--- src/rtl/mdfs_map.svh ---
// Register offsets, field positions and reset values of the motion
// delta and frame statistics register group.
// Assumes it is included by bare name from the modules.
`ifndef MDFS_MAP_SVH
`define MDFS_MAP_SVH

// ==========================================================
// Register offsets
`define MDFS_ADDR_STATUS 7'h02
`define MDFS_ADDR_X_LOW 7'h03
`define MDFS_ADDR_X_HIGH 7'h04
`define MDFS_ADDR_Y_LOW 7'h05
`define MDFS_ADDR_Y_HIGH 7'h06
`define MDFS_ADDR_FEATURE 7'h07
`define MDFS_ADDR_INTENSITY 7'h08
`define MDFS_ADDR_BRIGHT 7'h09
`define MDFS_ADDR_DARK 7'h0A
`define MDFS_ADDR_EXPOSURE_LOW 7'h0B

// ==========================================================
// Field positions and limits
`define MDFS_MOTION_BIT 7
`define MDFS_FEATURE_LSB 2
`define MDFS_INTENSITY_LSB 9
`define MDFS_FEATURE_MAX 8'hA9
`define MDFS_INTENSITY_MAX 8'hDF
`define MDFS_STEP_W 8

// ==========================================================
// Reset values
`define MDFS_RST_MOTION 8'h00
`define MDFS_RST_STATS 8'h00
`define MDFS_RST_EXPOSURE_LOW 8'h20

`endif

--- src/rtl/mdfs_pkg.sv ---
// Types shared by the motion delta and frame statistics registers.
// Assumes nothing of its surroundings.
package mdfs_pkg;
  // ==========================================================
  // Types
  typedef logic [7:0] mdfs_byte_type;   // One register value
  typedef logic [15:0] mdfs_word_type;  // One axis displacement
endpackage

--- src/rtl/mdfs_axis_accum.sv ---
// One axis of motion: saturating accumulator, frozen sample, byte reads.
// Assumes freeze and byte reads never come in the same cycle.
`timescale 1ns/10ps
`include "mdfs_map.svh"
`default_nettype none
module mdfs_axis_accum
  import mdfs_pkg::*;
#(
  parameter int STEP_W = `MDFS_STEP_W
) (
  input wire logic clock,
  input wire logic rst,
  input wire logic step_valid,
  input wire logic [STEP_W-1:0] step,
  input wire logic freeze,
  input wire logic read_low,
  input wire logic read_high,
  output mdfs_byte_type low_byte,
  output mdfs_byte_type high_byte,
  output logic moved
);
  // ==========================================================
  // State
  mdfs_word_type acc;        // Live motion since last report
  mdfs_word_type hold;       // Captured sample for byte reads
  logic held;                // Low byte of hold is the one to read
  mdfs_word_type next_acc;
  mdfs_word_type next_hold;
  logic next_held;
  logic next_moved;
  logic [16:0] sum;          // One bit wider to see overflow
  mdfs_word_type step_word;  // Step after sign extension
  mdfs_word_type fresh;      // What acc restarts from after a capture

  // Saturate rather than wrap, so a long swipe never flips sign
  function automatic mdfs_word_type sat16(input logic [16:0] s);
    if (s[16] != s[15]) begin
      sat16 = {s[16], {15{~s[16]}}};
    end else begin
      sat16 = s[15:0];
    end
  endfunction

  // Low byte comes from the sample if frozen, else straight from acc
  assign low_byte = held ? hold[7:0] : acc[7:0];
  assign high_byte = hold[15:8];

  // ==========================================================
  // Next state
  always_comb begin
    step_word = {{(16-STEP_W){step[STEP_W-1]}}, step};
    fresh = step_valid ? step_word : 16'h0000;
    sum = {acc[15], acc} + {step_word[15], step_word};
    next_acc = acc;
    next_hold = hold;
    next_held = held;
    if (freeze) begin
      // Status read freezes the sample; motion keeps counting in acc
      next_hold = acc;
      next_held = 1'b1;
      next_acc = fresh;
    end else if (read_low && !held) begin
      // No freeze first: take the live value, both halves at once
      next_hold = {acc[15:8], 8'h00};
      next_acc = fresh;
    end else begin
      if (step_valid) begin
        next_acc = sat16(sum);
      end
      if (read_low) begin
        // Frozen low byte is handed out and cleared
        next_hold[7:0] = 8'h00;
        next_held = 1'b0;
      end
    end
    if (read_high) begin
      // High half was captured by the freeze or a live low read; reading clears it
      next_hold[15:8] = 8'h00;
    end
    // New motion in the clearing cycle keeps the flag up
    next_moved = (moved && !freeze) ||
                 (step_valid && step != '0);
  end

  // ==========================================================
  // Registers
  always_ff @(posedge clock or posedge rst) begin
    if (rst) begin
      acc <= 16'h0000;
      hold <= 16'h0000;
      held <= 1'b0;
      moved <= 1'b0;
    end else begin
      acc <= next_acc;
      hold <= next_hold;
      held <= next_held;
      moved <= next_moved;
    end
  end

  // ==========================================================
  // Checks
  // Helper: the upper half that the next high read owes, and whether
  // one is still owed; a counter of gaps would not bound the wait
  logic pair_open;
  logic next_pair_open;
  mdfs_byte_type pair_high;
  mdfs_byte_type next_pair_high;

  // A freeze or a live low read promises a half; a high read pays it
  always_comb begin
    next_pair_open = pair_open;
    next_pair_high = pair_high;
    if (freeze || (read_low && !held)) begin
      next_pair_open = 1'b1;
      next_pair_high = acc[15:8];
    end else if (read_high) begin
      next_pair_open = 1'b0;
    end
  end

  // Helper registers, reset to nothing owed
  always_ff @(posedge clock or posedge rst) begin
    if (rst) begin
      pair_open <= 1'b0;
      pair_high <= 8'h00;
    end else begin
      pair_open <= next_pair_open;
      pair_high <= next_pair_high;
    end
  end
endmodule
`default_nettype wire

--- src/rtl/mdfs_regs.sv ---
// Top of the motion delta and frame statistics register group.
// Assumes the serial port decoder gives a one-cycle read strobe with
// a seven-bit address, and the image engine gives per-frame results.
`timescale 1ns/10ps
`include "mdfs_map.svh"
`default_nettype none
module mdfs_regs
  import mdfs_pkg::*;
#(
  parameter int STEP_W = `MDFS_STEP_W
) (
  input wire logic clock,
  input wire logic rst,
  input wire logic step_valid,
  input wire logic [STEP_W-1:0] step_x,
  input wire logic [STEP_W-1:0] step_y,
  input wire logic frame_done,
  input wire logic [9:0] feature_total,
  input wire logic [16:0] pixel_total,
  input wire logic [6:0] pixel_max,
  input wire logic [6:0] pixel_min,
  input wire logic [15:0] exposure_count,
  input wire logic rd_strobe,
  input wire logic [6:0] rd_addr,
  output mdfs_byte_type rd_data,
  output logic rd_valid,
  output logic motion_seen_flag
);
  // ==========================================================
  // Declarations
  localparam mdfs_byte_type FEAT_MAX = `MDFS_FEATURE_MAX;
  localparam mdfs_byte_type SUM_MAX = `MDFS_INTENSITY_MAX;

  mdfs_byte_type feature_count;      // Features divided by four
  mdfs_byte_type intensity_sum;      // Pixel sum divided by 512
  mdfs_byte_type brightest_value;    // Frame maximum pixel
  mdfs_byte_type darkest_value;      // Frame minimum pixel
  mdfs_byte_type exposure_time_low;  // Exposure count, low byte
  mdfs_byte_type next_feature_count;
  mdfs_byte_type next_intensity_sum;
  mdfs_byte_type next_brightest_value;
  mdfs_byte_type next_darkest_value;
  mdfs_byte_type next_exposure_time_low;
  mdfs_byte_type next_rd_data;
  logic next_rd_valid;
  logic next_motion_seen_flag;

  logic [1:0] axis_valid;            // Per axis step valid
  logic [STEP_W-1:0] axis_step [2];  // Per axis step
  logic [1:0] axis_low_rd;           // Per axis low byte read
  logic [1:0] axis_high_rd;          // Per axis high byte read
  mdfs_byte_type axis_low [2];       // Per axis low byte
  mdfs_byte_type axis_high [2];      // Per axis high byte
  logic [1:0] axis_moved;            // Per axis motion flag
  logic status_rd;                   // Status read freezes both axes

  // ==========================================================
  // Read decode
  assign status_rd = rd_strobe && rd_addr == `MDFS_ADDR_STATUS;
  assign axis_valid = {step_valid, step_valid};
  assign axis_step[0] = step_x;
  assign axis_step[1] = step_y;
  assign axis_low_rd[0] = rd_strobe && rd_addr == `MDFS_ADDR_X_LOW;
  assign axis_low_rd[1] = rd_strobe && rd_addr == `MDFS_ADDR_Y_LOW;
  assign axis_high_rd[0] = rd_strobe && rd_addr == `MDFS_ADDR_X_HIGH;
  assign axis_high_rd[1] = rd_strobe && rd_addr == `MDFS_ADDR_Y_HIGH;

  // ==========================================================
  // Axes, one accumulator each
  for (genvar i = 0; i < 2; i++) begin : g_axis
    mdfs_axis_accum #(
      .STEP_W(STEP_W)
    ) u_axis (
      .clock(clock),
      .rst(rst),
      .step_valid(axis_valid[i]),
      .step(axis_step[i]),
      .freeze(status_rd),
      .read_low(axis_low_rd[i]),
      .read_high(axis_high_rd[i]),
      .low_byte(axis_low[i]),
      .high_byte(axis_high[i]),
      .moved(axis_moved[i])
    );
  end

  // ==========================================================
  // Frame statistics and read data, next values
  always_comb begin
    next_feature_count = feature_count;
    next_intensity_sum = intensity_sum;
    next_brightest_value = brightest_value;
    next_darkest_value = darkest_value;
    next_exposure_time_low = exposure_time_low;
    if (frame_done) begin
      // Clamp rather than trust the engine never to overshoot
      if (feature_total[9:`MDFS_FEATURE_LSB] > FEAT_MAX) begin
        next_feature_count = FEAT_MAX;
      end else begin
        next_feature_count = feature_total[9:`MDFS_FEATURE_LSB];
      end
      if (pixel_total[16:`MDFS_INTENSITY_LSB] > SUM_MAX) begin
        next_intensity_sum = SUM_MAX;
      end else begin
        next_intensity_sum = pixel_total[16:`MDFS_INTENSITY_LSB];
      end
      next_brightest_value = {1'b0, pixel_max};
      next_darkest_value = {1'b0, pixel_min};
      // Only the low byte lives here; the high byte is elsewhere
      next_exposure_time_low = exposure_count[7:0];
    end
    next_motion_seen_flag = |axis_moved;
    next_rd_valid = rd_strobe;
    next_rd_data = 8'h00;
    if (rd_strobe) begin
      // Value answered is the one before any read clear takes effect
      unique case (rd_addr)
        `MDFS_ADDR_STATUS: next_rd_data = {|axis_moved, 7'h00};
        `MDFS_ADDR_X_LOW: next_rd_data = axis_low[0];
        `MDFS_ADDR_X_HIGH: next_rd_data = axis_high[0];
        `MDFS_ADDR_Y_LOW: next_rd_data = axis_low[1];
        `MDFS_ADDR_Y_HIGH: next_rd_data = axis_high[1];
        `MDFS_ADDR_FEATURE: next_rd_data = feature_count;
        `MDFS_ADDR_INTENSITY: next_rd_data = intensity_sum;
        `MDFS_ADDR_BRIGHT: next_rd_data = brightest_value;
        `MDFS_ADDR_DARK: next_rd_data = darkest_value;
        `MDFS_ADDR_EXPOSURE_LOW: next_rd_data = exposure_time_low;
        // Unmapped addresses answer zero
        default: next_rd_data = 8'h00;
      endcase
    end
  end

  // ==========================================================
  // Registers
  always_ff @(posedge clock or posedge rst) begin
    if (rst) begin
      feature_count <= `MDFS_RST_STATS;
      intensity_sum <= `MDFS_RST_STATS;
      brightest_value <= `MDFS_RST_STATS;
      darkest_value <= `MDFS_RST_STATS;
      exposure_time_low <= `MDFS_RST_EXPOSURE_LOW;
      rd_data <= 8'h00;
      rd_valid <= 1'b0;
      motion_seen_flag <= 1'b0;
    end else begin
      feature_count <= next_feature_count;
      intensity_sum <= next_intensity_sum;
      brightest_value <= next_brightest_value;
      darkest_value <= next_darkest_value;
      exposure_time_low <= next_exposure_time_low;
      rd_data <= next_rd_data;
      rd_valid <= next_rd_valid;
      motion_seen_flag <= next_motion_seen_flag;
    end
  end
endmodule
`default_nettype wire

--- config.mk ---
export PLATFORM = sky130hd
export DESIGN_NAME = mdfs_regs
export DESIGN_NICKNAME = d
export VERILOG_FILES = /design/src/rtl/mdfs_pkg.sv /design/src/rtl/mdfs_axis_accum.sv /design/src/rtl/mdfs_regs.sv
export VERILOG_INCLUDE_DIRS = /design/src /design/src/rtl
export SDC_FILE = /design/constraint.sdc
export NUM_CORES = 1
export LEC_CHECK = 0
export BUFFER_PORTS_ARGS = -buffer_cell sky130_fd_sc_hd__buf_2
export CAP_MARGIN = 0
export CORE_ASPECT_RATIO = 0.5
export CORE_MARGIN = 1
export CORE_UTILIZATION = 40
export CTS_CLUSTER_DIAMETER = 60
export DETAILED_ROUTE_END_ITERATION = 8
export GPL_TIMING_DRIVEN = 0
export PLACE_DENSITY_LB_ADDON = 0.05
export SYNTH_ARGS = -nofsm -noshare
export SYNTH_HDL_FRONTEND = slang
export SYNTH_SLANG_ARGS = --single-unit
--- constraint.sdc ---
create_clock -name clock -period 7.8 [get_ports clock]
set_clock_uncertainty 0.15 [all_clocks]
set_input_delay 1.56 -clock clock [delete_from_list [all_inputs] [get_ports clock]]
set_output_delay 1.56 -clock clock [all_outputs]
set_load 0.1 [all_outputs]
==> metrics.txt, run 1 <==
# TYPE chip_impl_metric gauge
chip_impl_metric{name="r2r_slack",unit="ns"} 4.86
chip_impl_metric{name="dr_total_vias",unit=""} 6027
chip_impl_metric{name="placed_area",unit="um^2"} 7980
chip_impl_metric{name="wl",unit="um"} 20700
chip_impl_metric{name="die_w",unit="um"} 193
chip_impl_metric{name="core_area",unit="um^2"} 17600
chip_impl_metric{name="numCtsBuffers",unit=""} 17
chip_impl_info{name="cp-start-kind",value="primary input"} 1
chip_impl_metric{name="power.combinational.fraction",unit="%"} 44.9
chip_impl_metric{name="final_layout_size_suffix_gt1_share",unit="%"} 25.4
chip_impl_metric{name="antenna_violations_before_repair",unit=""} 0
chip_impl_info{name="final_cell_mix",value="115 x sky130_fd_sc_hd__dfrtp_1, 93 x sky130_fd_sc_hd__nand2_1, 84 x sky130_fd_sc_hd__buf_2, 63 x sky130_fd_sc_hd__a21oi_1, 38 x sky130_fd_sc_hd__mux2_2"} 1
chip_impl_metric{name="powerDensity",unit="nW/um^2"} 349
chip_impl_metric{name="tns",unit="ns"} 0
chip_impl_info{name="violations",value="DRC"} 1
chip_impl_info{name="critical_path.reg2reg.endpoint",value="g_axis[0].u_axis.acc[4]$_DFFE_PP0P_"} 1
chip_impl_metric{name="drv_cap",unit=""} 0
chip_impl_metric{name="path_max_fanout",unit=""} 10
chip_impl_metric{name="setup-violations-final",unit=""} 0
chip_impl_metric{name="timing.final.crit_share",unit="%"} 48.3
chip_impl_metric{name="clk_latency",unit="ns"} 0.42
chip_impl_metric{name="die_height",unit="um"} 97.5
chip_impl_info{name="clock-root-buffer",value="sky130_fd_sc_hd__clkbuf_16"} 1
chip_impl_metric{name="buffer_ports.inserted",unit=""} 72
chip_impl_info{name="setup.worst_path.class",value="in2reg"} 1
chip_impl_metric{name="relSlewSlack",unit="%"} 53.7
chip_impl_metric{name="num_io_pins",unit=""} 95
chip_impl_info{name="run_status",value="finished, violations left"} 1
chip_impl_metric{name="ctsLongestPathBuffers",unit=""} 2
chip_impl_metric{name="critical_path_arrival",unit="ns"} 3.96
chip_impl_metric{name="final_nets",unit=""} 951
chip_impl_metric{name="timing.reg2reg.worst_path_depth",unit=""} 11
chip_impl_metric{name="wl_per_cell",unit="um"} 19.2
chip_impl_metric{name="largest_net_degree_at_the_start_of_global_routing",unit=""} 62
chip_impl_metric{name="irDropWorstVdd",unit="mV"} 0.167
chip_impl_metric{name="timing.final.crit_period",unit="ns"} 3.77
chip_impl_info{name="hold_class",value="reg2reg"} 1
chip_impl_metric{name="synthCells",unit=""} 740
chip_impl_metric{name="seq_area_frac_synth",unit="%"} 39.8
chip_impl_metric{name="seqPwrFrac",unit="%"} 29.6
chip_impl_info{name="hold_crit_start",value="g_axis[0].u_axis.moved$_DFF_PP0_"} 1
chip_impl_metric{name="h-tree-depth",unit=""} 4
chip_impl_metric{name="placementRows",unit=""} 34
chip_impl_info{name="grt_setup_unrepaired",value="no"} 1
chip_impl_metric{name="drt_first_pass_iters",unit=""} 9
chip_impl_metric{name="yosys.cell_types.count",unit=""} 84
chip_impl_metric{name="critPathMaxStageDelay",unit="ns"} 0.41
chip_impl_metric{name="place_inst",unit=""} 1047
chip_impl_metric{name="tightest_slew",unit="ns"} 0.695
chip_impl_metric{name="power.switching_fraction",unit="%"} 39.4
chip_impl_metric{name="final_max_slew_viol_count",unit=""} 0
chip_impl_metric{name="power.net_switching",unit="mW"} 1.18
chip_impl_metric{name="post_layout_nonfiller_instances",unit=""} 1078
chip_impl_metric{name="synth.yosys.warnings",unit=""} 0
chip_impl_metric{name="ys_ff_latch",unit=""} 116
chip_impl_info{name="hold_end",value="g_axis[0].u_axis.moved$_DFF_PP0_"} 1
chip_impl_info{name="synth_ff_type",value="sky130_fd_sc_hd__dfrtp_1"} 1
chip_impl_metric{name="hpwlAfterDp",unit="um"} 15600
chip_impl_metric{name="netlist_area",unit="um^2"} 7300
chip_impl_metric{name="cts_hold_repair.buffers",unit=""} 0
chip_impl_metric{name="syn_nets",unit=""} 859
chip_impl_metric{name="tritoncts_num_sinks",unit=""} 116
chip_impl_metric{name="first_global_vias",unit=""} 5946
chip_impl_metric{name="detail_route.vias_per_cell",unit=""} 5.59
chip_impl_metric{name="antenna_cells_inserted",unit=""} 0
chip_impl_info{name="final_common_cell",value="sky130_fd_sc_hd__dfrtp_1"} 1
chip_impl_metric{name="gp_congestion",unit=""} 0.851
chip_impl_info{name="crit_chain",value="buf_2 -> ha_1 -> inv_1 -> fa_1 -> nand2b_1 -> a21oi_2 -> a21oi_1 -> o211a_1 -> mux2i_4 -> buf_6 -> nand3_4 -> o21ai_1"} 1
chip_impl_metric{name="timing.fmax",unit="GHz"} 0.265
chip_impl_metric{name="clock_power_share",unit="%"} 25.5
chip_impl_info{name="timing.critical_path.slowest_stage_cell",value="sky130_fd_sc_hd__fa_1"} 1
chip_impl_metric{name="avgSynthCellArea",unit="um^2"} 9.86
chip_impl_metric{name="critical_path_required",unit="ns"} 7.99
chip_impl_metric{name="fin_area",unit="um^2"} 8560
chip_impl_metric{name="die_area",unit="um^2"} 18800
chip_impl_metric{name="postSynth.asyncResetShare",unit="%"} 100
chip_impl_metric{name="grt_first_pass_wirelength",unit="um"} 33500
chip_impl_metric{name="hold_violations",unit=""} 0
chip_impl_metric{name="total_power",unit="mW"} 2.99
chip_impl_info{name="timing.rr.start",value="g_axis[0].u_axis.acc[0]$_DFFE_PP0P_"} 1
chip_impl_metric{name="path_clk_slew",unit="ns"} 0.06
chip_impl_metric{name="power.internal",unit="mW"} 1.81
chip_impl_metric{name="gr-total-overflow",unit=""} 0
chip_impl_metric{name="drt.antenna.violating_nets",unit=""} 0
chip_impl_metric{name="initial_utilization",unit="%"} 41.4
chip_impl_metric{name="cts_repair_resize_count",unit=""} 0
chip_impl_info{name="cts_tree",value="yes"} 1
chip_impl_metric{name="number_of_enable_type_register_cells_in_the_synthesized_netlist",unit=""} 0
chip_impl_metric{name="initial_drc_count",unit=""} 351
chip_impl_metric{name="grt_usage",unit="%"} 23.5
chip_impl_info{name="critical_path.endpoint_type",value="register"} 1
chip_impl_metric{name="p_leak",unit="nW"} 3.75
chip_impl_metric{name="post_cts_buffers",unit=""} 0
chip_impl_metric{name="holdPathStages",unit=""} 1
chip_impl_metric{name="drc",unit=""} 1
chip_impl_metric{name="area_growth_syn_to_layout",unit="%"} 17.3
## routing by layer
| layer | global-route usage, % | share of wire, % | up-vias |
|---|---|---|---|
| met1 | 35.9 | 52 | 2985 |
| met3 | 3.72 | 3.1 | 12 |
| li1 | - | - | 2930 |
| met2 | 34.4 | 44 | 100 |
| met5 | 0 | 0 | - |
| met4 | 5.23 | 0.65 | 0 |
## registers in the layout (all words and copies together), names as in the netlist
register             flops
brightest_value          7
darkest_value            7
exposure_time_low        8
feature_count            8
g_axis.u_axis.acc       32
g_axis.u_axis.held       2
g_axis.u_axis.hold      32
g_axis.u_axis.moved      2
intensity_sum            8
motion_seen_flag         1
rd_data                  8
rd_valid                 1
## final cells by class
type                    count  area [um^2]
flip-flops and latches    116         2900
fillers                  1696         9050
inverters                  20         80.1
plain buffers              40          226
well taps                 234          293
clock buffers              18          439
clock inverters            13          136
multi-input cells         564         4090
repair buffers             73          388
## cells by family (layout without fill, tap and decap cells)
family	Yosys count	after routing	synth area share (%)
DFF	116	116	39.8
buffers and inverters	60	164	4.13
and+or+nand+nor	196	196	13.3
AOI/OAI and AO/OA	257	257	24.3
xor gates and xnor gates	20	20	2.40
muxes	57	57	10.0
adders and majority gates	34	34	6.04
## cell usage after synthesis (15+ instances only)
master	instances	area share, %
sky130_fd_sc_hd__dfrtp_1	115	39
sky130_fd_sc_hd__nand2_1	93	4.8
sky130_fd_sc_hd__a21oi_1	63	4.3
sky130_fd_sc_hd__mux2_2	38	5.9
sky130_fd_sc_hd__o21ai_0	35	2.4
sky130_fd_sc_hd__ha_1	32	5.5
sky130_fd_sc_hd__nor2_1	28	1.4
sky130_fd_sc_hd__o21ai_1	25	1.7
sky130_fd_sc_hd__inv_1	19	0.98
sky130_fd_sc_hd__a21o_1	17	1.7
sky130_fd_sc_hd__a22o_1	16	1.9
sky130_fd_sc_hd__nand3_1	15	1.0
## metrics by stage
stage               utilization [%]  hold WS (ns)  setup slack, ns
global route                   48.6         0.342             3.90
CTS                            48.6         0.324             4.05
floorplan                         -         0.291             3.02
global placement               45.1         0.306             1.46
finish                         48.6         0.324             4.03
detailed placement             45.3         0.312             3.63
## power by group through the flow
stage	Clock [mW]	Combinational, mW	Sequential, mW
finish	0.763	1.34	0.886
global route	0.805	1.49	0.905
CTS	0.770	1.34	0.882
detailed placement	0	1.34	0.891
global placement	0	1.33	0.889
floorplan	0	1.06	0.830
## how the worst max path moves through the flow
stage               startpoint                                   end  depth (start not counted)
detailed placement   step_y[0]  g_axis[1].u_axis.acc[10]$_DFFE_PP0P_                         12
global placement           rst        brightest_value[3]$_DFFE_PP0P_                          2
finish               step_y[0]  g_axis[1].u_axis.acc[13]$_DFFE_PP0P_                         12
global route         step_x[0]  g_axis[0].u_axis.acc[14]$_DFFE_PP0P_                         11
floorplan                  rst        brightest_value[0]$_DFFE_PP0P_                          1
CTS                  step_y[0]   g_axis[1].u_axis.acc[9]$_DFFE_PP0P_                         12
## critical path: cells and delay by family
family	cells	cell delay, ns
simple gates	2	0.30
buf+inv	3	0.39
fa+ha+maj	2	0.61
mux	1	0.21
compound gates	4	0.87
(Power assumes the default switching activity.)
==> run 2, diff against run 1 <==
--- a/config.mk
+++ b/config.mk
@@ -6,6 +6,7 @@
 export SDC_FILE = /design/constraint.sdc
 export NUM_CORES = 1
 export LEC_CHECK = 0
+export ABC_AREA = 1
 export BUFFER_PORTS_ARGS = -buffer_cell sky130_fd_sc_hd__buf_2
 export CAP_MARGIN = 0
 export CORE_ASPECT_RATIO = 0.5
==> constraint.sdc (replaced) <==
create_clock -name clock -period 3.8 [get_ports clock]
set_clock_uncertainty 0.15 [all_clocks]
set_input_delay 0.76 -clock clock [delete_from_list [all_inputs] [get_ports clock]]
set_output_delay 0.76 -clock clock [all_outputs]
set_load 0.1 [all_outputs]
==> run 2 against run 1 <==
  * Synthesized cell count up 41%
  * Register-to-register slack worse by 3.9 ns
  * Power is 120% higher
  * Clock power increased by 150%
  * The flow now finishes without violations
  * Global-route usage is 1.5 points higher
  * Sequential share of layout area is 1.1 points lower
  * First-iteration DRC count grew 64%
  * Largest power group unchanged
  * Combinational power up 120%
==> metrics.txt, run 2 <==
# TYPE chip_impl_metric gauge
chip_impl_info{name="run_status",value="complete, no violations"} 1
chip_impl_metric{name="tns",unit="ns"} 0
chip_impl_metric{name="clk_latency",unit="ns"} 0.41
chip_impl_metric{name="tritoncts_num_sinks",unit=""} 116
chip_impl_metric{name="area_growth_syn_to_layout",unit="%"} 19.0
chip_impl_metric{name="avgSynthCellArea",unit="um^2"} 7.16
chip_impl_metric{name="grt_usage",unit="%"} 25.0
chip_impl_info{name="clock-root-buffer",value="sky130_fd_sc_hd__clkbuf_16"} 1
chip_impl_metric{name="wl_per_cell",unit="um"} 16.7
chip_impl_metric{name="timing.final.crit_period",unit="ns"} 2.92
chip_impl_metric{name="antenna_violations_before_repair",unit=""} 0
chip_impl_metric{name="detail_route.vias_per_cell",unit=""} 5.15
chip_impl_info{name="crit_path_frequent_cell",value="sky130_fd_sc_hd__nand2_1"} 1
chip_impl_metric{name="irDropWorstVdd",unit="mV"} 0.337
chip_impl_metric{name="drv_cap",unit=""} 0
chip_impl_metric{name="drc",unit=""} 0
chip_impl_metric{name="critical_path_arrival",unit="ns"} 3.05
chip_impl_info{name="hold_class",value="in2async"} 1
chip_impl_metric{name="tightest_slew",unit="ns"} 0.609
chip_impl_metric{name="final_max_slew_viol_count",unit=""} 0
chip_impl_info{name="crit_chain",value="buf_2 -> ha_1 -> inv_1 -> fa_1 -> inv_1 -> nand2_1 -> nand2_1 -> nand3_1 -> nand2_1 -> nand2_1 -> nand2_1 -> nand2_1 -> nand2_1 -> inv_1 -> nand2_1 -> nand2_2 -> o21ai_1 -> o21ai_1"} 1
chip_impl_info{name="timing.rr.start",value="g_axis[1].u_axis.acc[0]$_DFFE_PP0P_"} 1
chip_impl_metric{name="timing.final.crit_share",unit="%"} 76.8
chip_impl_info{name="setup.worst_path.class",value="in2reg"} 1
chip_impl_info{name="synthMostInstantiatedCell",value="sky130_fd_sc_hd__nand2_1"} 1
chip_impl_metric{name="p_leak",unit="nW"} 4.80
chip_impl_metric{name="relSlewSlack",unit="%"} 59.1
chip_impl_metric{name="critical_path_required",unit="ns"} 3.93
chip_impl_metric{name="h-tree-depth",unit=""} 4
chip_impl_metric{name="largest_net_degree_at_the_start_of_global_routing",unit=""} 40
chip_impl_metric{name="antenna_cells_inserted",unit=""} 0
chip_impl_metric{name="gp_congestion",unit=""} 0.865
chip_impl_metric{name="placementRows",unit=""} 34
chip_impl_metric{name="cts_repair_resize_count",unit=""} 0
chip_impl_metric{name="total_power",unit="mW"} 6.68
chip_impl_info{name="crit_start",value="step_y[0]"} 1
chip_impl_metric{name="ctsLongestPathBuffers",unit=""} 2
chip_impl_metric{name="seq_area_frac_synth",unit="%"} 39.0
chip_impl_metric{name="die_height",unit="um"} 98.5
chip_impl_info{name="synth_ff_type",value="sky130_fd_sc_hd__dfrtp_1"} 1
chip_impl_info{name="cts_tree",value="yes"} 1
chip_impl_metric{name="path_max_fanout",unit=""} 10
chip_impl_metric{name="dr_total_vias",unit=""} 7124
chip_impl_metric{name="critPathMaxStageDelay",unit="ns"} 0.40
chip_impl_metric{name="core_area",unit="um^2"} 17800
chip_impl_metric{name="synth_top_area_share",unit="%"} 38.7
chip_impl_metric{name="initial_utilization",unit="%"} 41.9
chip_impl_metric{name="first_global_vias",unit=""} 6573
chip_impl_info{name="final_cell_mix",value="297 x sky130_fd_sc_hd__nand2_1, 154 x sky130_fd_sc_hd__inv_1, 115 x sky130_fd_sc_hd__dfrtp_1, 80 x sky130_fd_sc_hd__buf_2, 67 x sky130_fd_sc_hd__nor2_1"} 1
chip_impl_metric{name="filler_cell_count",unit=""} 1783
chip_impl_metric{name="hold_violations",unit=""} 0
chip_impl_metric{name="r2r_slack",unit="ns"} 0.96
chip_impl_metric{name="final_nets",unit=""} 1254
chip_impl_metric{name="num_io_pins",unit=""} 95
chip_impl_info{name="post-synth-top-area-cell",value="sky130_fd_sc_hd__dfrtp_1"} 1
chip_impl_metric{name="post_cts_buffers",unit=""} 0
chip_impl_metric{name="synth.yosys.warnings",unit=""} 0
chip_impl_metric{name="numCtsBuffers",unit=""} 17
chip_impl_metric{name="setup-violations-final",unit=""} 0
chip_impl_metric{name="gr-total-overflow",unit=""} 0
chip_impl_metric{name="drt_first_pass_iters",unit=""} 5
chip_impl_metric{name="syn_nets",unit=""} 1159
chip_impl_info{name="endpoint",value="g_axis[1].u_axis.acc[5]$_DFFE_PP0P_"} 1
chip_impl_metric{name="timing.fmax",unit="GHz"} 0.343
chip_impl_info{name="critical_path.endpoint_type",value="register"} 1
chip_impl_info{name="most_area_consuming_cells_after_synthesis",value="sky130_fd_sc_hd__dfrtp_1 39%, sky130_fd_sc_hd__nand2_1 15%, sky130_fd_sc_hd__inv_1 7.8%"} 1
chip_impl_info{name="ys_top_cells_by_count",value="297 x sky130_fd_sc_hd__nand2_1, 155 x sky130_fd_sc_hd__inv_1, 115 x sky130_fd_sc_hd__dfrtp_1"} 1
chip_impl_metric{name="timing.reg2reg.worst_path_depth",unit=""} 17
chip_impl_metric{name="wl",unit="um"} 23100
chip_impl_metric{name="synthCells",unit=""} 1040
chip_impl_info{name="final_common_cell",value="sky130_fd_sc_hd__nand2_1"} 1
chip_impl_metric{name="hpwlAfterDp",unit="um"} 18100
chip_impl_metric{name="initial_drc_count",unit=""} 574
chip_impl_metric{name="drt.antenna.violating_nets",unit=""} 0
chip_impl_info{name="cp-start-kind",value="primary input"} 1
chip_impl_metric{name="ys_ff_latch",unit=""} 116
chip_impl_metric{name="powerDensity",unit="nW/um^2"} 754
chip_impl_info{name="critical_path.reg2reg.endpoint",value="g_axis[1].u_axis.acc[5]$_DFFE_PP0P_"} 1
chip_impl_info{name="biggestRegsByFlops",value="g_axis.u_axis.acc (32), g_axis.u_axis.hold (32)"} 1
chip_impl_metric{name="grt_first_pass_wirelength",unit="um"} 36800
chip_impl_metric{name="cts_hold_repair.buffers",unit=""} 0
chip_impl_info{name="timing.critical_path.slowest_stage_cell",value="sky130_fd_sc_hd__fa_1"} 1
chip_impl_metric{name="buffer_ports.inserted",unit=""} 73
chip_impl_metric{name="final_layout_size_suffix_gt1_share",unit="%"} 13.5
chip_impl_metric{name="number_of_enable_type_register_cells_in_the_synthesized_netlist",unit=""} 0
chip_impl_metric{name="netlist_area",unit="um^2"} 7440
chip_impl_metric{name="die_w",unit="um"} 195
chip_impl_metric{name="path_clk_slew",unit="ns"} 0.06
chip_impl_metric{name="postSynth.asyncResetShare",unit="%"} 100
chip_impl_metric{name="die_area",unit="um^2"} 19200
chip_impl_metric{name="yosys.cell_types.count",unit=""} 46
chip_impl_info{name="grt_setup_unrepaired",value="no"} 1
run 2: cell types whose count changed after synthesis, sizes merged, moves of 21 or more:
cell | previous run | this run
nand2 | 93 | 307
inv | 19 | 167
nor2 | 30 | 72
mux2 | 38 | 0
nand3 | 19 | 57
o22ai | 4 | 31
o21ai | 63 | 84
run 2: critical path: cells and delay by family:
family	cells	cell delay (ns)
compound gates	2	0.30
buf+inv	4	0.31
fa+ha+maj	2	0.57
simple gates	10	1.09
run 2: how the worst min path moves through the flow:
| stage | endpoint | slack (ns) | start |
|---|---|---|---|
| floorplan | motion_seen_flag$_DFF_PP0_ | 0.28 | g_axis[1].u_axis.moved$_DFF_PP0_ |
| global placement | brightest_value[2]$_DFFE_PP0P_ | 0.31 | brightest_value[2]$_DFFE_PP0P_ |
| detailed placement | darkest_value[4]$_DFFE_PP0P_ | 0.31 | darkest_value[4]$_DFFE_PP0P_ |
| CTS | exposure_time_low[0]$_DFFE_PP0P_ | 0.24 | rst |
| global route | exposure_time_low[0]$_DFFE_PP0P_ | 0.27 | rst |
| finish | exposure_time_low[0]$_DFFE_PP0P_ | 0.23 | rst |
run 2: routing by layer:
metal	vias to the layer above	track usage, %	share of wire [%]
li1	3572	-	-
met3	23	4.89	7.6
met1	3289	40.5	54
met2	240	32.6	37
met4	0	6.90	1.3
met5	-	0	0
run 2: cell type report:
| class | count | area (um^2) | share of cell area (%) |
|---|---|---|---|
| multi-input cells | 730 | 3770 | 42.6 |
| flip-flops and latches | 116 | 2900 | 32.8 |
| inverters | 167 | 633 | 7.15 |
| clock buffers | 18 | 439 | 4.96 |
| repair buffers | 76 | 425 | 4.80 |
| well taps | 234 | 293 | 3.31 |
| clock inverters | 14 | 250 | 2.83 |
| plain buffers | 27 | 136 | 1.54 |
run 2: where the power goes:
| part | switching, mW | total [mW] | internal (mW) |
|---|---|---|---|
| Sequential | 0.272 | 1.79 | 1.52 |
| Combinational | 1.93 | 3.01 | 1.08 |
| Clock | 0.618 | 1.88 | 1.26 |
run 2: stage by stage:
step	util [%]	cell area [um^2]	cells	setup slack, ns	hold slack (ns)
floorplan	-	7450	1040	1.09	0.282
global placement	45.6	8100	1347	0.460	0.312
detailed placement	45.9	8160	1350	0.471	0.314
CTS	49.8	8850	1382	0.907	0.239
global route	49.8	8850	1382	0.587	0.265
finish	49.8	8850	1382	0.883	0.231
run 2: kinds of logic (layout without fill, tap and decap cells):
| logic type | Yosys count | in the layout | synth area share [%] |
|---|---|---|---|
| adder cells (fa/ha/maj) | 34 | 34 | 5.92 |
| AO/OA/AOI/OAI | 217 | 217 | 16.5 |
| flip-flops | 116 | 116 | 39.0 |
| AND/OR/NAND/NOR | 462 | 462 | 26.3 |
| XOR/XNOR | 17 | 17 | 2.00 |
| buffers and inverters | 194 | 302 | 10.3 |
==> run 3, diff against run 2 <==
==> constraint.sdc (replaced) <==
create_clock -name clock -period 2.57 [get_ports clock]
set_clock_uncertainty 0.15 [all_clocks]
set_input_delay 0.514 -clock clock [delete_from_list [all_inputs] [get_ports clock]]
set_output_delay 0.514 -clock clock [all_outputs]
set_load 0.1 [all_outputs]
==> run 3 against run 2 <==
  * Sequential share of layout area shrank 1.5 points
  * Final cell count is 0.72% higher
  * Non-clock buffer count is 10 higher
  * Worst setup slack worse by 0.80 ns
  * Global-route usage hardly changed
  * Die area unchanged
  * Flip-flop and latch count is the same
  * Core utilization is 2.4 points higher
  * Design area grew 4.7%
  * Highest routed layer unchanged
==> metrics.txt, run 3 (same netlist as run 2, synthesis figures left out) <==
# TYPE chip_impl_metric gauge
chip_impl_metric{name="irDropWorstVdd",unit="mV"} 0.510
chip_impl_metric{name="setup-violations-final",unit=""} 0
chip_impl_metric{name="gr-total-overflow",unit=""} 0
chip_impl_info{name="run_status",value="complete, no violations"} 1
chip_impl_metric{name="buffer_ports.inserted",unit=""} 73
chip_impl_metric{name="final_nets",unit=""} 1264
chip_impl_metric{name="die_area",unit="um^2"} 19200
chip_impl_info{name="final_common_cell",value="sky130_fd_sc_hd__nand2_1"} 1
chip_impl_metric{name="tritoncts_num_sinks",unit=""} 116
chip_impl_info{name="timing.critical_path.slowest_stage_cell",value="sky130_fd_sc_hd__dfrtp_1"} 1
chip_impl_metric{name="ctsLongestPathBuffers",unit=""} 2
chip_impl_metric{name="tns",unit="ns"} 0
chip_impl_metric{name="grt_first_pass_wirelength",unit="um"} 36800
chip_impl_metric{name="critPathMaxStageDelay",unit="ns"} 0.40
chip_impl_metric{name="wl_per_cell",unit="um"} 17.0
chip_impl_metric{name="multi_input_comb_area",unit="um^2"} 4090
chip_impl_info{name="crit_chain",value="ha_1 -> or2_1 -> nand3_1 -> nand2_1 -> nand2_2 -> nand2_1 -> nand2_1 -> nand2_2 -> nand2_4 -> buf_8 -> nand2_4 -> nand2_2 -> nand2_1 -> nand2_1 -> nand2_1 -> a21oi_1"} 1
chip_impl_metric{name="drv_cap",unit=""} 0
chip_impl_metric{name="critPathBufInv",unit=""} 1
chip_impl_metric{name="path_clk_slew",unit="ns"} 0.06
chip_impl_metric{name="h-tree-depth",unit=""} 4
chip_impl_metric{name="r2r_slack",unit="ns"} 0.08
chip_impl_metric{name="first_global_vias",unit=""} 6583
chip_impl_metric{name="tightest_slew",unit="ns"} 0.641
chip_impl_metric{name="final.hold.worst_slack",unit="ns"} 0.158
chip_impl_metric{name="dr_total_vias",unit=""} 7180
chip_impl_info{name="crit_start",value="g_axis[0].u_axis.acc[2]$_DFFE_PP0P_"} 1
chip_impl_metric{name="detail_route.vias_per_cell",unit=""} 5.16
chip_impl_info{name="crit_path_frequent_cell",value="sky130_fd_sc_hd__nand2_1"} 1
chip_impl_metric{name="drt_first_pass_iters",unit=""} 5
chip_impl_info{name="cp-start-kind",value="register"} 1
chip_impl_info{name="critical_path.endpoint_type",value="register"} 1
chip_impl_metric{name="critical_path_required",unit="ns"} 2.75
chip_impl_metric{name="antenna_violations_before_repair",unit=""} 0
chip_impl_info{name="grt_setup_unrepaired",value="yes"} 1
chip_impl_metric{name="critical_path_arrival",unit="ns"} 2.67
chip_impl_metric{name="relSlewSlack",unit="%"} 57.0
chip_impl_metric{name="initial_utilization",unit="%"} 41.9
chip_impl_metric{name="clk_latency",unit="ns"} 0.41
chip_impl_metric{name="worstSetupPathDepth",unit=""} 16
chip_impl_metric{name="p_leak",unit="nW"} 4.92
chip_impl_metric{name="num_io_pins",unit=""} 95
chip_impl_metric{name="die_w",unit="um"} 195
chip_impl_info{name="endpoint",value="g_axis[0].u_axis.acc[10]$_DFFE_PP0P_"} 1
chip_impl_metric{name="drc",unit=""} 0
chip_impl_metric{name="placementRows",unit=""} 34
chip_impl_metric{name="final_max_slew_viol_count",unit=""} 0
chip_impl_metric{name="largest_net_degree_at_the_start_of_global_routing",unit=""} 40
chip_impl_metric{name="grt_usage",unit="%"} 25.0
chip_impl_metric{name="timing.fmax",unit="GHz"} 0.402
chip_impl_info{name="hold_class",value="in2reg"} 1
chip_impl_metric{name="gp_congestion",unit=""} 0.865
chip_impl_metric{name="core_area",unit="um^2"} 17800
chip_impl_metric{name="die_height",unit="um"} 98.5
chip_impl_info{name="final_cell_mix",value="275 x sky130_fd_sc_hd__nand2_1, 147 x sky130_fd_sc_hd__inv_1, 115 x sky130_fd_sc_hd__dfrtp_1, 80 x sky130_fd_sc_hd__buf_2, 67 x sky130_fd_sc_hd__nor2_1"} 1
chip_impl_metric{name="initial_drc_count",unit=""} 574
chip_impl_metric{name="hpwlAfterDp",unit="um"} 18100
chip_impl_metric{name="final_layout_size_suffix_gt1_share",unit="%"} 18.9
chip_impl_metric{name="antenna_cells_inserted",unit=""} 0
chip_impl_info{name="critical_path.reg2reg.endpoint",value="g_axis[0].u_axis.acc[10]$_DFFE_PP0P_"} 1
chip_impl_metric{name="hold_violations",unit=""} 0
chip_impl_metric{name="holdPathStages",unit=""} 3
chip_impl_metric{name="post_layout_nonfiller_instances",unit=""} 1392
chip_impl_info{name="clock-root-buffer",value="sky130_fd_sc_hd__clkbuf_16"} 1
chip_impl_metric{name="total_power",unit="mW"} 10.7
chip_impl_metric{name="area_growth_syn_to_layout",unit="%"} 24.6
chip_impl_info{name="biggestRegsByFlops",value="g_axis.u_axis.acc (32), g_axis.u_axis.hold (32)"} 1
chip_impl_metric{name="sequential_cell_area",unit="um^2"} 2900
chip_impl_info{name="cts_tree",value="yes"} 1
chip_impl_metric{name="filler_cell_count",unit=""} 1762
chip_impl_metric{name="drt.antenna.violating_nets",unit=""} 0
chip_impl_info{name="timing.rr.start",value="g_axis[0].u_axis.acc[2]$_DFFE_PP0P_"} 1
chip_impl_metric{name="postLayoutCoreUtil",unit="%"} 52.1
chip_impl_info{name="cp_top_family",value="simple AND/OR/NAND/NOR gates"} 1
chip_impl_metric{name="timing.final.crit_period",unit="ns"} 2.49
chip_impl_metric{name="timing.reg2reg.worst_path_depth",unit=""} 16
chip_impl_info{name="setup.worst_path.class",value="reg2reg"} 1
chip_impl_metric{name="place_inst",unit=""} 1350
chip_impl_metric{name="path_max_fanout",unit=""} 6
chip_impl_metric{name="wl",unit="um"} 23600
chip_impl_metric{name="timing.final.crit_share",unit="%"} 96.8
chip_impl_metric{name="numCtsBuffers",unit=""} 17
chip_impl_metric{name="powerDensity",unit="nW/um^2"} 1150
[run 3: changes by cell type in the layout (fill, tap and decap cells not counted), sizes merged]
| cell | before | now |
|---|---|---|
| dlygate4sd3 | 0 | 1 |
| buf | 88 | 95 |
| clkbuf | 33 | 35 |
[run 3: worst reg2reg max path: stages, from the launching register on]
cell and delay (ns):
sky130_fd_sc_hd__dfrtp_1 0.40, sky130_fd_sc_hd__ha_1 0.33, sky130_fd_sc_hd__or2_1 0.30, sky130_fd_sc_hd__nand3_1 0.10, sky130_fd_sc_hd__nand2_1 0.13, sky130_fd_sc_hd__nand2_2 0.12, sky130_fd_sc_hd__nand2_1 0.05, sky130_fd_sc_hd__nand2_1 0.07
sky130_fd_sc_hd__nand2_2 0.11, sky130_fd_sc_hd__nand2_4 0.13, sky130_fd_sc_hd__buf_8 0.13, sky130_fd_sc_hd__nand2_4 0.04, sky130_fd_sc_hd__nand2_2 0.05, sky130_fd_sc_hd__nand2_1 0.04, sky130_fd_sc_hd__nand2_1 0.06, sky130_fd_sc_hd__nand2_1 0.06
sky130_fd_sc_hd__a21oi_1 0.14
[run 3: how the worst min path moves through the flow]
stage          slack (ns)                          endpoint                        startpoint
6_report             0.16  exposure_time_low[3]$_DFFE_PP0P_                 exposure_count[3]
5_1_grt              0.17                rd_valid$_DFF_PP0_                         rd_strobe
4_1_cts              0.15  exposure_time_low[3]$_DFFE_PP0P_                 exposure_count[3]
2_1_floorplan        0.28        motion_seen_flag$_DFF_PP0_  g_axis[1].u_axis.moved$_DFF_PP0_
3_5_place_dp         0.31      darkest_value[4]$_DFFE_PP0P_      darkest_value[4]$_DFFE_PP0P_
3_3_place_gp         0.31    brightest_value[2]$_DFFE_PP0P_    brightest_value[2]$_DFFE_PP0P_
[run 3: report_power, final]
group	leakage, nW	internal [mW]	total [mW]	switching, mW
logic	3.21	2.01	5.25	3.24
clock network	0.329	1.86	2.77	0.912
registers	1.38	2.25	2.66	0.415
[run 3: metrics by stage]
stage | instance area, um^2 | setup slack, ns
finish | 9270 | 0.0826
global route | 9270 | -0.0649
global placement | 8100 | -0.524
detailed placement | 8160 | -0.513
CTS | 8910 | 0.0159
floorplan | 7450 | 0.106
[run 3: routing by layer]
metal	vias up	GRT usage, %	part of all wire, %
met2	237	32.6	38
li1	3595	-	-
met5	-	0	0
met1	3324	40.7	54
met3	24	4.69	7.0
met4	0	6.90	1.2
[run 3: final cells by class]
type	instances	share of cell area (%)
inverters	167	6.83
clock buffers	18	4.74
well taps	234	3.16
flip-flops and latches	116	31.3
repair buffers	86	5.61
clock inverters	14	2.70
multi-input cells	730	44.1
plain buffers	27	1.55
[run 3: what timing repair did]
item | in CTS | in global routing
endpoints found under the hold margin | 12 | 0
hold buffers | 1 | 0
gates cloned | 0 | 2
setup endpoints to repair | 19 | 31
buffers inserted | 1 | 6
pin swaps | 2 | 17
gates resized for setup | 13 | 66
